**config.mk**
```make
export PLATFORM = sky130hd
export DESIGN_NAME = smst_top
export DESIGN_NICKNAME = d
export VERILOG_FILES = /design/src/verilog/smst_pkg.sv /design/src/verilog/smst_ref_mon.sv /design/src/verilog/smst_seq.sv /design/src/verilog/smst_top.sv
export SDC_FILE = /design/constraint.sdc
export NUM_CORES = 1
export LEC_CHECK = 0
export BUFFER_PORTS_ARGS = -buffer_cell sky130_fd_sc_hd__buf_2
export CAP_MARGIN = 25
export CORE_MARGIN = 2
export CORE_UTILIZATION = 38
export CTS_CLUSTER_DIAMETER = 150
export DETAILED_ROUTE_END_ITERATION = 6
export PLACE_DENSITY = 0.63
export SYNTH_ARGS = -nofsm -noshare
export SYNTH_HDL_FRONTEND = slang
export SYNTH_SLANG_ARGS = --single-unit
```
**constraint.sdc**
```tcl
create_clock -name clk_i -period 2.2 [get_ports clk_i]
set_clock_uncertainty 0.05 [all_clocks]
set_input_delay 0.44 -clock clk_i [delete_from_list [all_inputs] [get_ports clk_i]]
set_output_delay 0.44 -clock clk_i [all_outputs]
set_load 0.01 [all_outputs]
```
**src/verilog/smst_pkg.sv**
```systemverilog
// Package with register map, field layout and timing constants for the safety self-test block
package smst_pkg;
  localparam int unsigned NUM_SW  = 5;
  localparam int unsigned NUM_LDO = 2;
  localparam int unsigned NUM_RAIL = NUM_SW + NUM_LDO;

  // Register byte offsets (word index times four)
  localparam logic [7:0] OFS_CTRL     = 8'h00;
  localparam logic [7:0] OFS_STATUS   = 8'h04;
  localparam logic [7:0] OFS_IRQ      = 8'h08;
  localparam logic [7:0] OFS_SW_OV    = 8'h0c;
  localparam logic [7:0] OFS_LDO_OV   = 8'h10;
  localparam logic [7:0] OFS_SW_UV    = 8'h14;
  localparam logic [7:0] OFS_LDO_UV   = 8'h18;
  localparam logic [7:0] OFS_ID       = 8'h1c;

  // Control register fields
  localparam int unsigned CTRL_RUN_BIT    = 0;
  localparam int unsigned CTRL_BYPASS_BIT = 1;
  localparam int unsigned CTRL_MASK_BIT   = 2;
  localparam int unsigned CTRL_SECEN_BIT  = 3;
  // Status register fields
  localparam int unsigned ST_RANGE_BIT    = 0;
  localparam int unsigned ST_BUSY_BIT     = 1;
  localparam int unsigned ST_BLANK_BIT    = 2;
  localparam int unsigned ST_BLOCK_BIT    = 3;
  localparam int unsigned ST_SHUT_BIT     = 4;
  localparam int unsigned ST_DONE_BIT     = 5;

  // Reset values
  localparam logic [31:0] CTRL_RESET = 32'h0000_0000;
  // Block identification, value arbitrary
  localparam logic [31:0] BLOCK_ID   = 32'h0000_5a31;

  // Mismatch band in percent
  localparam logic [7:0] BAND_LO_PCT = 8'h04;
  localparam logic [7:0] BAND_HI_PCT = 8'h0c;

  // Timing
  localparam int unsigned CLK_MHZ        = 100;
  localparam int unsigned BLANK_MAX_US   = 200;
  localparam int unsigned BLANK_MAX_CYC  = BLANK_MAX_US * CLK_MHZ;
  localparam int unsigned SETTLE_NS      = 500;
  localparam int unsigned SETTLE_CYC     = (SETTLE_NS * CLK_MHZ + 999) / 1000;

  typedef enum logic [1:0] {
    SMST_PH_OV_HI,
    SMST_PH_OV_LO,
    SMST_PH_UV_LO,
    SMST_PH_UV_HI
  } smst_phase_t;
endpackage : smst_pkg

```
**src/verilog/smst_ref_mon.sv**
```systemverilog
// Reference comparison: range status and critical mismatch detection
`timescale 1ns/1ps
module smst_ref_mon (
  input  wire logic       clk_i,         // Clock
  input  wire logic       rst_i,         // Sync reset
  input  wire logic [7:0] ref_diff_pct_i, // Reference mismatch, percent
  output logic            out_of_range_o, // Range status
  output logic            critical_o     // Mismatch within critical band
);
  logic range_reg;
  logic crit_reg;

  always_ff @(posedge clk_i) begin
    if (rst_i) begin
      range_reg <= 1'b0;
      crit_reg  <= 1'b0;
    end else begin
      range_reg <= (ref_diff_pct_i >= smst_pkg::BAND_LO_PCT);
      crit_reg  <= (ref_diff_pct_i >= smst_pkg::BAND_LO_PCT) &&
                   (ref_diff_pct_i <= smst_pkg::BAND_HI_PCT);
    end
  end

  assign out_of_range_o = range_reg;
  assign critical_o     = crit_reg;
endmodule : smst_ref_mon

```
**src/verilog/smst_seq.sv**
```systemverilog
// Comparator self-test sequencer: walks every rail, checks each comparator toggles
`timescale 1ns/1ps
module smst_seq (
  input  wire logic                           clk_i,      // Clock
  input  wire logic                           rst_i,      // Sync reset
  input  wire logic                           start_i,    // Start pulse
  input  wire logic [smst_pkg::NUM_RAIL-1:0]  ov_cmp_i,   // Overvoltage comparator outputs
  input  wire logic [smst_pkg::NUM_RAIL-1:0]  uv_cmp_i,   // Undervoltage comparator outputs
  output logic      [smst_pkg::NUM_RAIL-1:0]  force_ov_o, // Force rail into OV
  output logic      [smst_pkg::NUM_RAIL-1:0]  force_uv_o, // Force rail into UV
  output logic                                busy_o,     // Test running
  output logic                                done_o,     // One-cycle end pulse
  output logic      [smst_pkg::NUM_RAIL-1:0]  ov_fail_o,  // OV failures, valid at done
  output logic      [smst_pkg::NUM_RAIL-1:0]  uv_fail_o   // UV failures, valid at done
);
  localparam int unsigned RW = $clog2(smst_pkg::NUM_RAIL);
  localparam int unsigned CW = $clog2(smst_pkg::SETTLE_CYC + 1);
  localparam logic [CW-1:0] SETTLE = CW'(smst_pkg::SETTLE_CYC);
  localparam logic [RW-1:0] LAST_RAIL = RW'(smst_pkg::NUM_RAIL - 1);

  logic                          busy_reg;
  logic                          done_reg;
  logic [RW-1:0]                 rail_reg;
  logic [CW-1:0]                 cnt_reg;
  smst_pkg::smst_phase_t         phase_reg;
  logic [smst_pkg::NUM_RAIL-1:0] ov_acc_reg;
  logic [smst_pkg::NUM_RAIL-1:0] uv_acc_reg;
  logic                          step_end;
  logic                          cmp_now;
  logic                          cmp_want;

  assign step_end = (cnt_reg == SETTLE);
  assign cmp_now  = (phase_reg == smst_pkg::SMST_PH_OV_HI ||
                     phase_reg == smst_pkg::SMST_PH_OV_LO) ? ov_cmp_i[rail_reg]
                                                           : uv_cmp_i[rail_reg];
  assign cmp_want = (phase_reg == smst_pkg::SMST_PH_OV_HI ||
                     phase_reg == smst_pkg::SMST_PH_UV_LO);

  always_ff @(posedge clk_i) begin
    if (rst_i) begin
      busy_reg <= 1'b0;
      done_reg <= 1'b0;
      rail_reg <= '0;
      cnt_reg  <= '0;
      phase_reg <= smst_pkg::SMST_PH_OV_HI;
    end else begin
      done_reg <= 1'b0;
      if (!busy_reg) begin
        if (start_i) begin
          busy_reg  <= 1'b1;
          rail_reg  <= '0;
          cnt_reg   <= '0;
          phase_reg <= smst_pkg::SMST_PH_OV_HI;
        end
      end else if (!step_end) begin
        cnt_reg <= cnt_reg + 1'b1;
      end else begin
        cnt_reg <= '0;
        unique case (phase_reg)
          smst_pkg::SMST_PH_OV_HI: phase_reg <= smst_pkg::SMST_PH_OV_LO;
          smst_pkg::SMST_PH_OV_LO: phase_reg <= smst_pkg::SMST_PH_UV_LO;
          smst_pkg::SMST_PH_UV_LO: phase_reg <= smst_pkg::SMST_PH_UV_HI;
          smst_pkg::SMST_PH_UV_HI: begin
            phase_reg <= smst_pkg::SMST_PH_OV_HI;
            if (rail_reg == LAST_RAIL) begin
              busy_reg <= 1'b0;
              done_reg <= 1'b1;
            end else begin
              rail_reg <= rail_reg + 1'b1;
            end
          end
        endcase
      end
    end
  end

  // Failure accumulation: any phase where the comparator does not follow the stimulus
  always_ff @(posedge clk_i) begin
    if (rst_i) begin
      ov_acc_reg <= '0;
      uv_acc_reg <= '0;
    end else if (!busy_reg && start_i) begin
      ov_acc_reg <= '0;
      uv_acc_reg <= '0;
    end else if (busy_reg && step_end && (cmp_now != cmp_want)) begin
      if (phase_reg == smst_pkg::SMST_PH_OV_HI || phase_reg == smst_pkg::SMST_PH_OV_LO) begin
        ov_acc_reg[rail_reg] <= 1'b1;
      end else begin
        uv_acc_reg[rail_reg] <= 1'b1;
      end
    end
  end

  // Only the rail under test is stimulated, one comparator at a time
  genvar g;
  generate
    for (g = 0; g < smst_pkg::NUM_RAIL; g++) begin : g_force
      assign force_ov_o[g] = busy_reg && (rail_reg == RW'(g)) &&
                             (phase_reg == smst_pkg::SMST_PH_OV_HI);
      assign force_uv_o[g] = busy_reg && (rail_reg == RW'(g)) &&
                             (phase_reg == smst_pkg::SMST_PH_UV_LO);
    end
  endgenerate

  assign busy_o    = busy_reg;
  assign done_o    = done_reg;
  assign ov_fail_o = ov_acc_reg;
  assign uv_fail_o = uv_acc_reg;
endmodule : smst_seq

```
**src/verilog/smst_top.sv**
```systemverilog
// Safety monitor self-test controller with Avalon-MM register slave
//
// Local design decisions: the Avalon-MM register port and the address map.
`timescale 1ns/1ps
module smst_top (
  input  wire logic                          clk_i,            // Clock, 100 MHz
  input  wire logic                          rst_i,            // Sync reset, active high
  input  wire logic [7:0]                    avs_address,      // Byte address
  input  wire logic                          avs_read,         // Read strobe
  input  wire logic                          avs_write,        // Write strobe
  input  wire logic [31:0]                   avs_writedata,    // Write data
  input  wire logic [3:0]                    avs_byteenable,   // Byte enables
  output logic      [31:0]                   avs_readdata,     // Read data
  output logic                               avs_waitrequest,  // Wait request
  input  wire logic                          secure_write_i,   // Current write is secure
  input  wire logic                          safety_grade_i,   // Safety-grade variant
  input  wire logic                          powerup_req_i,    // Start power-up
  input  wire logic                          system_on_i,      // System in on state
  input  wire logic [7:0]                    ref_diff_pct_i,   // Reference mismatch percent
  input  wire logic [smst_pkg::NUM_RAIL-1:0] ov_cmp_i,         // OV comparator outputs
  input  wire logic [smst_pkg::NUM_RAIL-1:0] uv_cmp_i,         // UV comparator outputs
  output logic      [smst_pkg::NUM_RAIL-1:0] force_ov_o,       // OV test stimulus
  output logic      [smst_pkg::NUM_RAIL-1:0] force_uv_o,       // UV test stimulus
  output logic                               fault_blank_o,    // OV/UV reporting blanked
  output logic                               regulator_block_o, // Block regulator start
  output logic                               power_stage_off_o, // Shut power stages
  output logic                               powerup_go_o,     // Continue power-up
  output logic                               bandgap_irq_o     // Reference fault interrupt
);
  localparam int unsigned BW = $clog2(smst_pkg::BLANK_MAX_CYC + 1);
  localparam logic [BW-1:0] BLANK_MAX = BW'(smst_pkg::BLANK_MAX_CYC);

  logic                          run_reg;
  logic                          bypass_reg;
  logic                          mask_reg;
  logic                          secen_reg;
  logic                          irq_flag_reg;
  logic                          block_reg;
  logic                          shut_reg;
  logic                          go_reg;
  logic                          ondemand_reg;
  logic                          startup_reg;
  logic                          done_seen_reg;
  logic [BW-1:0]                 blank_cnt_reg;
  logic [smst_pkg::NUM_RAIL-1:0] res_ov_reg;
  logic [smst_pkg::NUM_RAIL-1:0] res_uv_reg;
  logic [31:0]                   rdata_reg;
  logic                          rvalid_reg;
  logic                          wr_ok;
  logic                          wr_sec;
  logic                          out_of_range;
  logic                          critical;
  logic                          seq_start;
  logic                          seq_busy;
  logic                          seq_done;
  logic [smst_pkg::NUM_RAIL-1:0] seq_ov_fail;
  logic [smst_pkg::NUM_RAIL-1:0] seq_uv_fail;
  logic                          ref_fail_evt;
  logic                          run_wr;
  logic                          irq_clr;
  logic                          flag_clr;
  logic                          su_trig;

  smst_ref_mon u_ref_mon (
    .clk_i          (clk_i),
    .rst_i          (rst_i),
    .ref_diff_pct_i (ref_diff_pct_i),
    .out_of_range_o (out_of_range),
    .critical_o     (critical)
  );

  smst_seq u_seq (
    .clk_i      (clk_i),
    .rst_i      (rst_i),
    .start_i    (seq_start),
    .ov_cmp_i   (ov_cmp_i),
    .uv_cmp_i   (uv_cmp_i),
    .force_ov_o (force_ov_o),
    .force_uv_o (force_uv_o),
    .busy_o     (seq_busy),
    .done_o     (seq_done),
    .ov_fail_o  (seq_ov_fail),
    .uv_fail_o  (seq_uv_fail)
  );

  // Bus: writes complete in one cycle, reads in two
  assign avs_waitrequest = avs_read && !rvalid_reg;
  assign wr_ok  = avs_write && avs_byteenable[0];
  assign wr_sec = wr_ok && (!secen_reg || secure_write_i);

  assign run_wr   = wr_sec && (avs_address == smst_pkg::OFS_CTRL) &&
                    avs_writedata[smst_pkg::CTRL_RUN_BIT];
  assign irq_clr  = wr_ok && (avs_address == smst_pkg::OFS_IRQ) && avs_writedata[0];
  assign flag_clr = wr_sec && (avs_address == smst_pkg::OFS_SW_OV ||
                    avs_address == smst_pkg::OFS_LDO_OV ||
                    avs_address == smst_pkg::OFS_SW_UV ||
                    avs_address == smst_pkg::OFS_LDO_UV);

  // Start-up test once per power-up request; a blocked start waits for the request to drop
  assign su_trig   = powerup_req_i && !startup_reg && !go_reg && !block_reg;
  assign seq_start = !seq_busy && (su_trig || (run_wr && !run_reg));

  assign ref_fail_evt = out_of_range && system_on_i;

  always_ff @(posedge clk_i) begin
    if (rst_i) begin
      bypass_reg <= smst_pkg::CTRL_RESET[smst_pkg::CTRL_BYPASS_BIT];
      mask_reg   <= smst_pkg::CTRL_RESET[smst_pkg::CTRL_MASK_BIT];
      secen_reg  <= smst_pkg::CTRL_RESET[smst_pkg::CTRL_SECEN_BIT];
    end else if (wr_sec && avs_address == smst_pkg::OFS_CTRL) begin
      bypass_reg <= avs_writedata[smst_pkg::CTRL_BYPASS_BIT];
      mask_reg   <= avs_writedata[smst_pkg::CTRL_MASK_BIT];
      secen_reg  <= avs_writedata[smst_pkg::CTRL_SECEN_BIT];
    end
  end

  // Run request bit: set by write when idle, self-clears at test end
  always_ff @(posedge clk_i) begin
    if (rst_i) begin
      run_reg      <= 1'b0;
      ondemand_reg <= 1'b0;
    end else if (seq_start && !su_trig) begin
      run_reg      <= 1'b1;
      ondemand_reg <= 1'b1;
    end else if (seq_done) begin
      run_reg      <= 1'b0;
      ondemand_reg <= 1'b0;
    end
  end

  // Blanking window for on-demand tests, hard-limited in length
  always_ff @(posedge clk_i) begin
    if (rst_i) begin
      blank_cnt_reg <= '0;
    end else if (ondemand_reg && seq_busy && blank_cnt_reg != BLANK_MAX) begin
      blank_cnt_reg <= blank_cnt_reg + 1'b1;
    end else if (!ondemand_reg) begin
      blank_cnt_reg <= '0;
    end
  end
  assign fault_blank_o = ondemand_reg && seq_busy && (blank_cnt_reg != BLANK_MAX);

  // Result flags: all groups loaded together at test end
  always_ff @(posedge clk_i) begin
    if (rst_i) begin
      res_ov_reg <= '0;
      res_uv_reg <= '0;
    end else if (seq_done) begin
      res_ov_reg <= seq_ov_fail;
      res_uv_reg <= seq_uv_fail;
    end else if (flag_clr) begin
      unique case (avs_address)
        smst_pkg::OFS_SW_OV:
          res_ov_reg[smst_pkg::NUM_SW-1:0] <= res_ov_reg[smst_pkg::NUM_SW-1:0] &
                                              ~avs_writedata[smst_pkg::NUM_SW-1:0];
        smst_pkg::OFS_LDO_OV:
          res_ov_reg[smst_pkg::NUM_RAIL-1:smst_pkg::NUM_SW] <=
            res_ov_reg[smst_pkg::NUM_RAIL-1:smst_pkg::NUM_SW] &
            ~avs_writedata[smst_pkg::NUM_LDO-1:0];
        smst_pkg::OFS_SW_UV:
          res_uv_reg[smst_pkg::NUM_SW-1:0] <= res_uv_reg[smst_pkg::NUM_SW-1:0] &
                                              ~avs_writedata[smst_pkg::NUM_SW-1:0];
        default:
          res_uv_reg[smst_pkg::NUM_RAIL-1:smst_pkg::NUM_SW] <=
            res_uv_reg[smst_pkg::NUM_RAIL-1:smst_pkg::NUM_SW] &
            ~avs_writedata[smst_pkg::NUM_LDO-1:0];
      endcase
    end
  end

  // Start-up sequence: test, then either go or stay blocked
  always_ff @(posedge clk_i) begin
    if (rst_i) begin
      startup_reg   <= 1'b0;
      go_reg        <= 1'b0;
      block_reg     <= 1'b0;
      done_seen_reg <= 1'b0;
    end else begin
      if (seq_start && su_trig) begin
        startup_reg   <= 1'b1;
        done_seen_reg <= 1'b0;
      end
      if (startup_reg && critical) begin
        block_reg <= 1'b1;
      end
      if (startup_reg && seq_done) begin
        startup_reg   <= 1'b0;
        done_seen_reg <= 1'b1;
        if (critical || block_reg ||
            (safety_grade_i && out_of_range)) begin
          block_reg <= 1'b1;
        end else begin
          go_reg <= 1'b1;
        end
      end
      if (!powerup_req_i) begin
        go_reg    <= 1'b0;
        block_reg <= 1'b0;
      end
    end
  end

  // System-on drift reaction
  always_ff @(posedge clk_i) begin
    if (rst_i) begin
      shut_reg <= 1'b0;
    end else if (!system_on_i) begin
      shut_reg <= 1'b0;
    end else if (ref_fail_evt && !bypass_reg) begin
      shut_reg <= 1'b1;
    end
  end

  // Sticky interrupt flag; a new event wins over a clear
  always_ff @(posedge clk_i) begin
    if (rst_i) begin
      irq_flag_reg <= 1'b0;
    end else if (ref_fail_evt) begin
      irq_flag_reg <= 1'b1;
    end else if (irq_clr) begin
      irq_flag_reg <= 1'b0;
    end
  end

  assign bandgap_irq_o     = irq_flag_reg && !mask_reg;
  assign regulator_block_o = block_reg || (critical && !go_reg);
  assign power_stage_off_o = shut_reg;
  assign powerup_go_o      = go_reg;

  // Read path
  always_ff @(posedge clk_i) begin
    if (rst_i) begin
      rdata_reg  <= '0;
      rvalid_reg <= 1'b0;
    end else begin
      rvalid_reg <= avs_read && !rvalid_reg;
      if (avs_read && !rvalid_reg) begin
        unique case (avs_address)
          smst_pkg::OFS_CTRL:   rdata_reg <= {28'h0, secen_reg, mask_reg, bypass_reg, run_reg};
          smst_pkg::OFS_STATUS: rdata_reg <= {26'h0, done_seen_reg, shut_reg, block_reg,
                                              fault_blank_o, seq_busy, out_of_range};
          smst_pkg::OFS_IRQ:    rdata_reg <= {31'h0, irq_flag_reg};
          smst_pkg::OFS_SW_OV:  rdata_reg <= {27'h0, res_ov_reg[smst_pkg::NUM_SW-1:0]};
          smst_pkg::OFS_LDO_OV: rdata_reg <= {30'h0,
                                              res_ov_reg[smst_pkg::NUM_RAIL-1:smst_pkg::NUM_SW]};
          smst_pkg::OFS_SW_UV:  rdata_reg <= {27'h0, res_uv_reg[smst_pkg::NUM_SW-1:0]};
          smst_pkg::OFS_LDO_UV: rdata_reg <= {30'h0,
                                              res_uv_reg[smst_pkg::NUM_RAIL-1:smst_pkg::NUM_SW]};
          smst_pkg::OFS_ID:     rdata_reg <= smst_pkg::BLOCK_ID;
          default:              rdata_reg <= 32'h0000_0000;
        endcase
      end
    end
  end
  assign avs_readdata = rdata_reg;
endmodule : smst_top

```
==> flow_summary.yaml <==
run_status:
  status: "finished, final reports clean"
worst_setup_path:
  cp.arrival_ns: 1.63
  cp_max_fo: 11
  crit_cells: 5
  critPathLaunchType: "flop"
  critPathCaptureType: "output port"
  cpLargestDelayFamily: "buffers and inverters"
  max_stage_delay_ns: 0.46
  path_cells: "clkinv_1, buf_4, ha_1, and3_1, buf_2"
  worst_path_max_delay_cell: "dfxtp_2"
  rr_endpoint: "u_seq.ov_fail_o[2]"
  required_ns: 1.71
  startpoint: "u_seq.rail_reg[2]"
  r2r_slack_ns: 0.17
  r2r-start: "u_seq.rail_reg[1]"
  rr_worst_depth: 6
  crit_type: "flop to output port"
  endpoint: "force_uv_o[3]"
  crit_buf_inv: 3
die:
  dieArea_mm2: 0.01248
  io_pins: 126
  die_h_um: 111.7
  rows: 39
  core_area_mm2: 0.01137
  die_x_um: 111.7
  start_util_pct: 38.77
yosys:
  post-synth-top-count-cell: "dfxtp_1"
  syn_area_mm2: 0.004408
  ys_ff_latch: 76
  yosysSeqAreaShare_pct: 34.52
  synth_area_leader_cell: "dfxtp_1"
  syn_inst: 572
  avgSynthCellArea_um2: 7.706
  synthArstFlopShare_pct: 0
  synth_edf_count: 0
  yosysUniqueCellTypes: 65
  synth_flop_cell: "dfxtp_1"
  synth_warnings: 0
  synth_top_cells_by_area: "dfxtp_1, nand2_1, nor2_1"
  ys_top_cells_by_count: "dfxtp_1, nand2_1, nor2_1"
  synth.top_cell.area_share_pct: 34.52
timing:
  worst_slew_pin_slew_ns: 0.8888
  hold_ws_ns: 0.3098
  slew_violations: 0
  finalHoldViolations: 0
  timing.final.crit_share_pct: 96.31
  max_slew_margin_pct: 40.74
  max_freq_mhz: 472.0
  min_period_ns: 2.119
  setup_viol: 0
  rsz0062_at_grt: "false"
finish:
  drive_gt1_share_pct: 21.34
  syn2layout_area_growth_pct: 21.00
  num_antenna_cells: 0
  final_nets: 739
  largest_reg_flops: 15
flow_run:
  maxCapViolCount: 0
clock_tree:
  cts_max_level: 3
  holdBufCountCts: 0
  root_buffer: "clkbuf_16"
  clkTransAtPathRegs_ns: 0.06
  clk-insertion-delay-late_ns: 0.33
  clock_path_buffers: 2
  numCtsBuffers: 9
  cts_tree: "built"
  cts_sinks: 76
grt:
  grt_pass1_wl_mm: 19.31
  grt_start_max_net_pins: 26
  grt.overflow.total: 0
  grt_pass1_vias: 3999
  antenna_found_initial: 0
  track_usage_pct: 18.68
power:
  fin_total_pwr_w: 0.003439
  p_leak_nw: 2.112
  p_per_area_mw_per_mm2: 644.8
  peakVddDrop_uv: 400.3
placed_design:
  io_buffer_count: 73
  gp_congestion: 0.8590
  hpwl_mm: 8.691
route:
  wire_per_inst_um: 14.59
  vias_per_cell: 5.360
  vias: 4283
  drt_iter0_drc: 247
  ant_nets: 0
  totalWireLength_mm: 11.66
  first_pass_iters: 5
  drcViolationCount: 0
hold_path:
  hold_path_class: "input port to flop"
## cells by family (layout without fill, tap and decap cells)
kind of cell / Yosys count / in the layout / synth area share (%)
AOI/OAI and AO/OA: 125 / 125 / 18.76
xor gates and xnor gates: 11 / 11 / 2.186
adders and majority gates: 13 / 13 / 3.690
buffers and inverters: 88 / 151 / 9.991
DFF: 76 / 76 / 34.52
muxes: 12 / 12 / 2.810
other: 1 / 22 / 0.08507
and+or+nand+nor: 246 / 246 / 27.96
## cells in the final DEF, fill, tap and decap left out, types with 4 or more instances in the layout
master      n
nand4_1     9
xnor2_1     5
nand2_1    60
conb_1     22
buf_4      34
dfxtp_2     4
a22o_1      7
clkbuf_16   9
or4_1       7
dfxtp_1    72
nor3_1     33
or3_1       5
buf_2      73
nand3_1    27
a21oi_1    37
and3_1      9
nor2_1     52
o211ai_1    6
a211o_1     7
xor2_1      6
ha_1       11
mux2i_1     9
nand2b_1    8
inv_1      26
o21ai_0    29
nand3b_1    8
## area by class of cell
cell class	count	area, um^2
well taps	143	178.9
clock buffers	9	225.2
clock inverters	6	112.6
repair buffers	107	620.6
multi-input cells	429	2561
flip-flops and latches	76	1526
fillers	1146	6036
inverters	29	108.9
## timing repair
item / CTS / global route
endpoints found under the setup margin: 5 / 15
resized for setup: 4 / 9
buffers inserted: 0 / 2
pin swaps: 0 / 1
## where the power goes
part           leakage, nW  internal [W]  switching [W]
Clock                0.166       0.00111       0.000579
Sequential           0.617       0.00140      0.0000219
Combinational         1.33      0.000126       0.000207
Total                 2.11       0.00263       0.000808
## tightest hold or removal path, stage by stage
cell and delay, ns:
buf_2 0.07, nor4_1 0.04, nand2_1 0.05, nor3_1 0.04
## stage by stage
step | TNS (ns) | util (%) | worst slack (ns) | instances | area (um^2)
global placement | -1.274 | 43.45 | -0.1361 | 782 | 4940
detailed placement | -1.674 | 43.45 | -0.1851 | 782 | 4940
floorplan | -0.1550 | - | -0.1171 | 593 | 4488
CTS | 0 | 46.53 | 0.001452 | 797 | 5290
finish | 0 | 46.91 | 0.08126 | 799 | 5334
global route | 0 | 46.91 | 0.007312 | 799 | 5334
## metal layers
| layer | share of wire, % | track usage [%] |
|---|---|---|
| met5 | 0 | 0 |
| met4 | 1.8 | 6.996 |
| met3 | 5.1 | 3.103 |
| met2 | 46 | 29.86 |
| met1 | 48 | 25.42 |
## worst min path at each step
stage                                   from                       end  slack, ns  cells after the start
final                      ref_diff_pct_i[7]      u_ref_mon.critical_o       0.31                      4
after global routing       ref_diff_pct_i[7]  u_ref_mon.out_of_range_o       0.32                      3
after CTS                  ref_diff_pct_i[7]      u_ref_mon.critical_o       0.30                      4
after detailed placement     avs_readdata[1]           avs_readdata[1]       0.40                      2
after global placement       avs_readdata[0]           avs_readdata[0]       0.39                      2
after floorplan           u_seq.ov_fail_o[0]        u_seq.ov_fail_o[0]       0.37                      2
No activity file was read; power rests on OpenSTA's default activity.
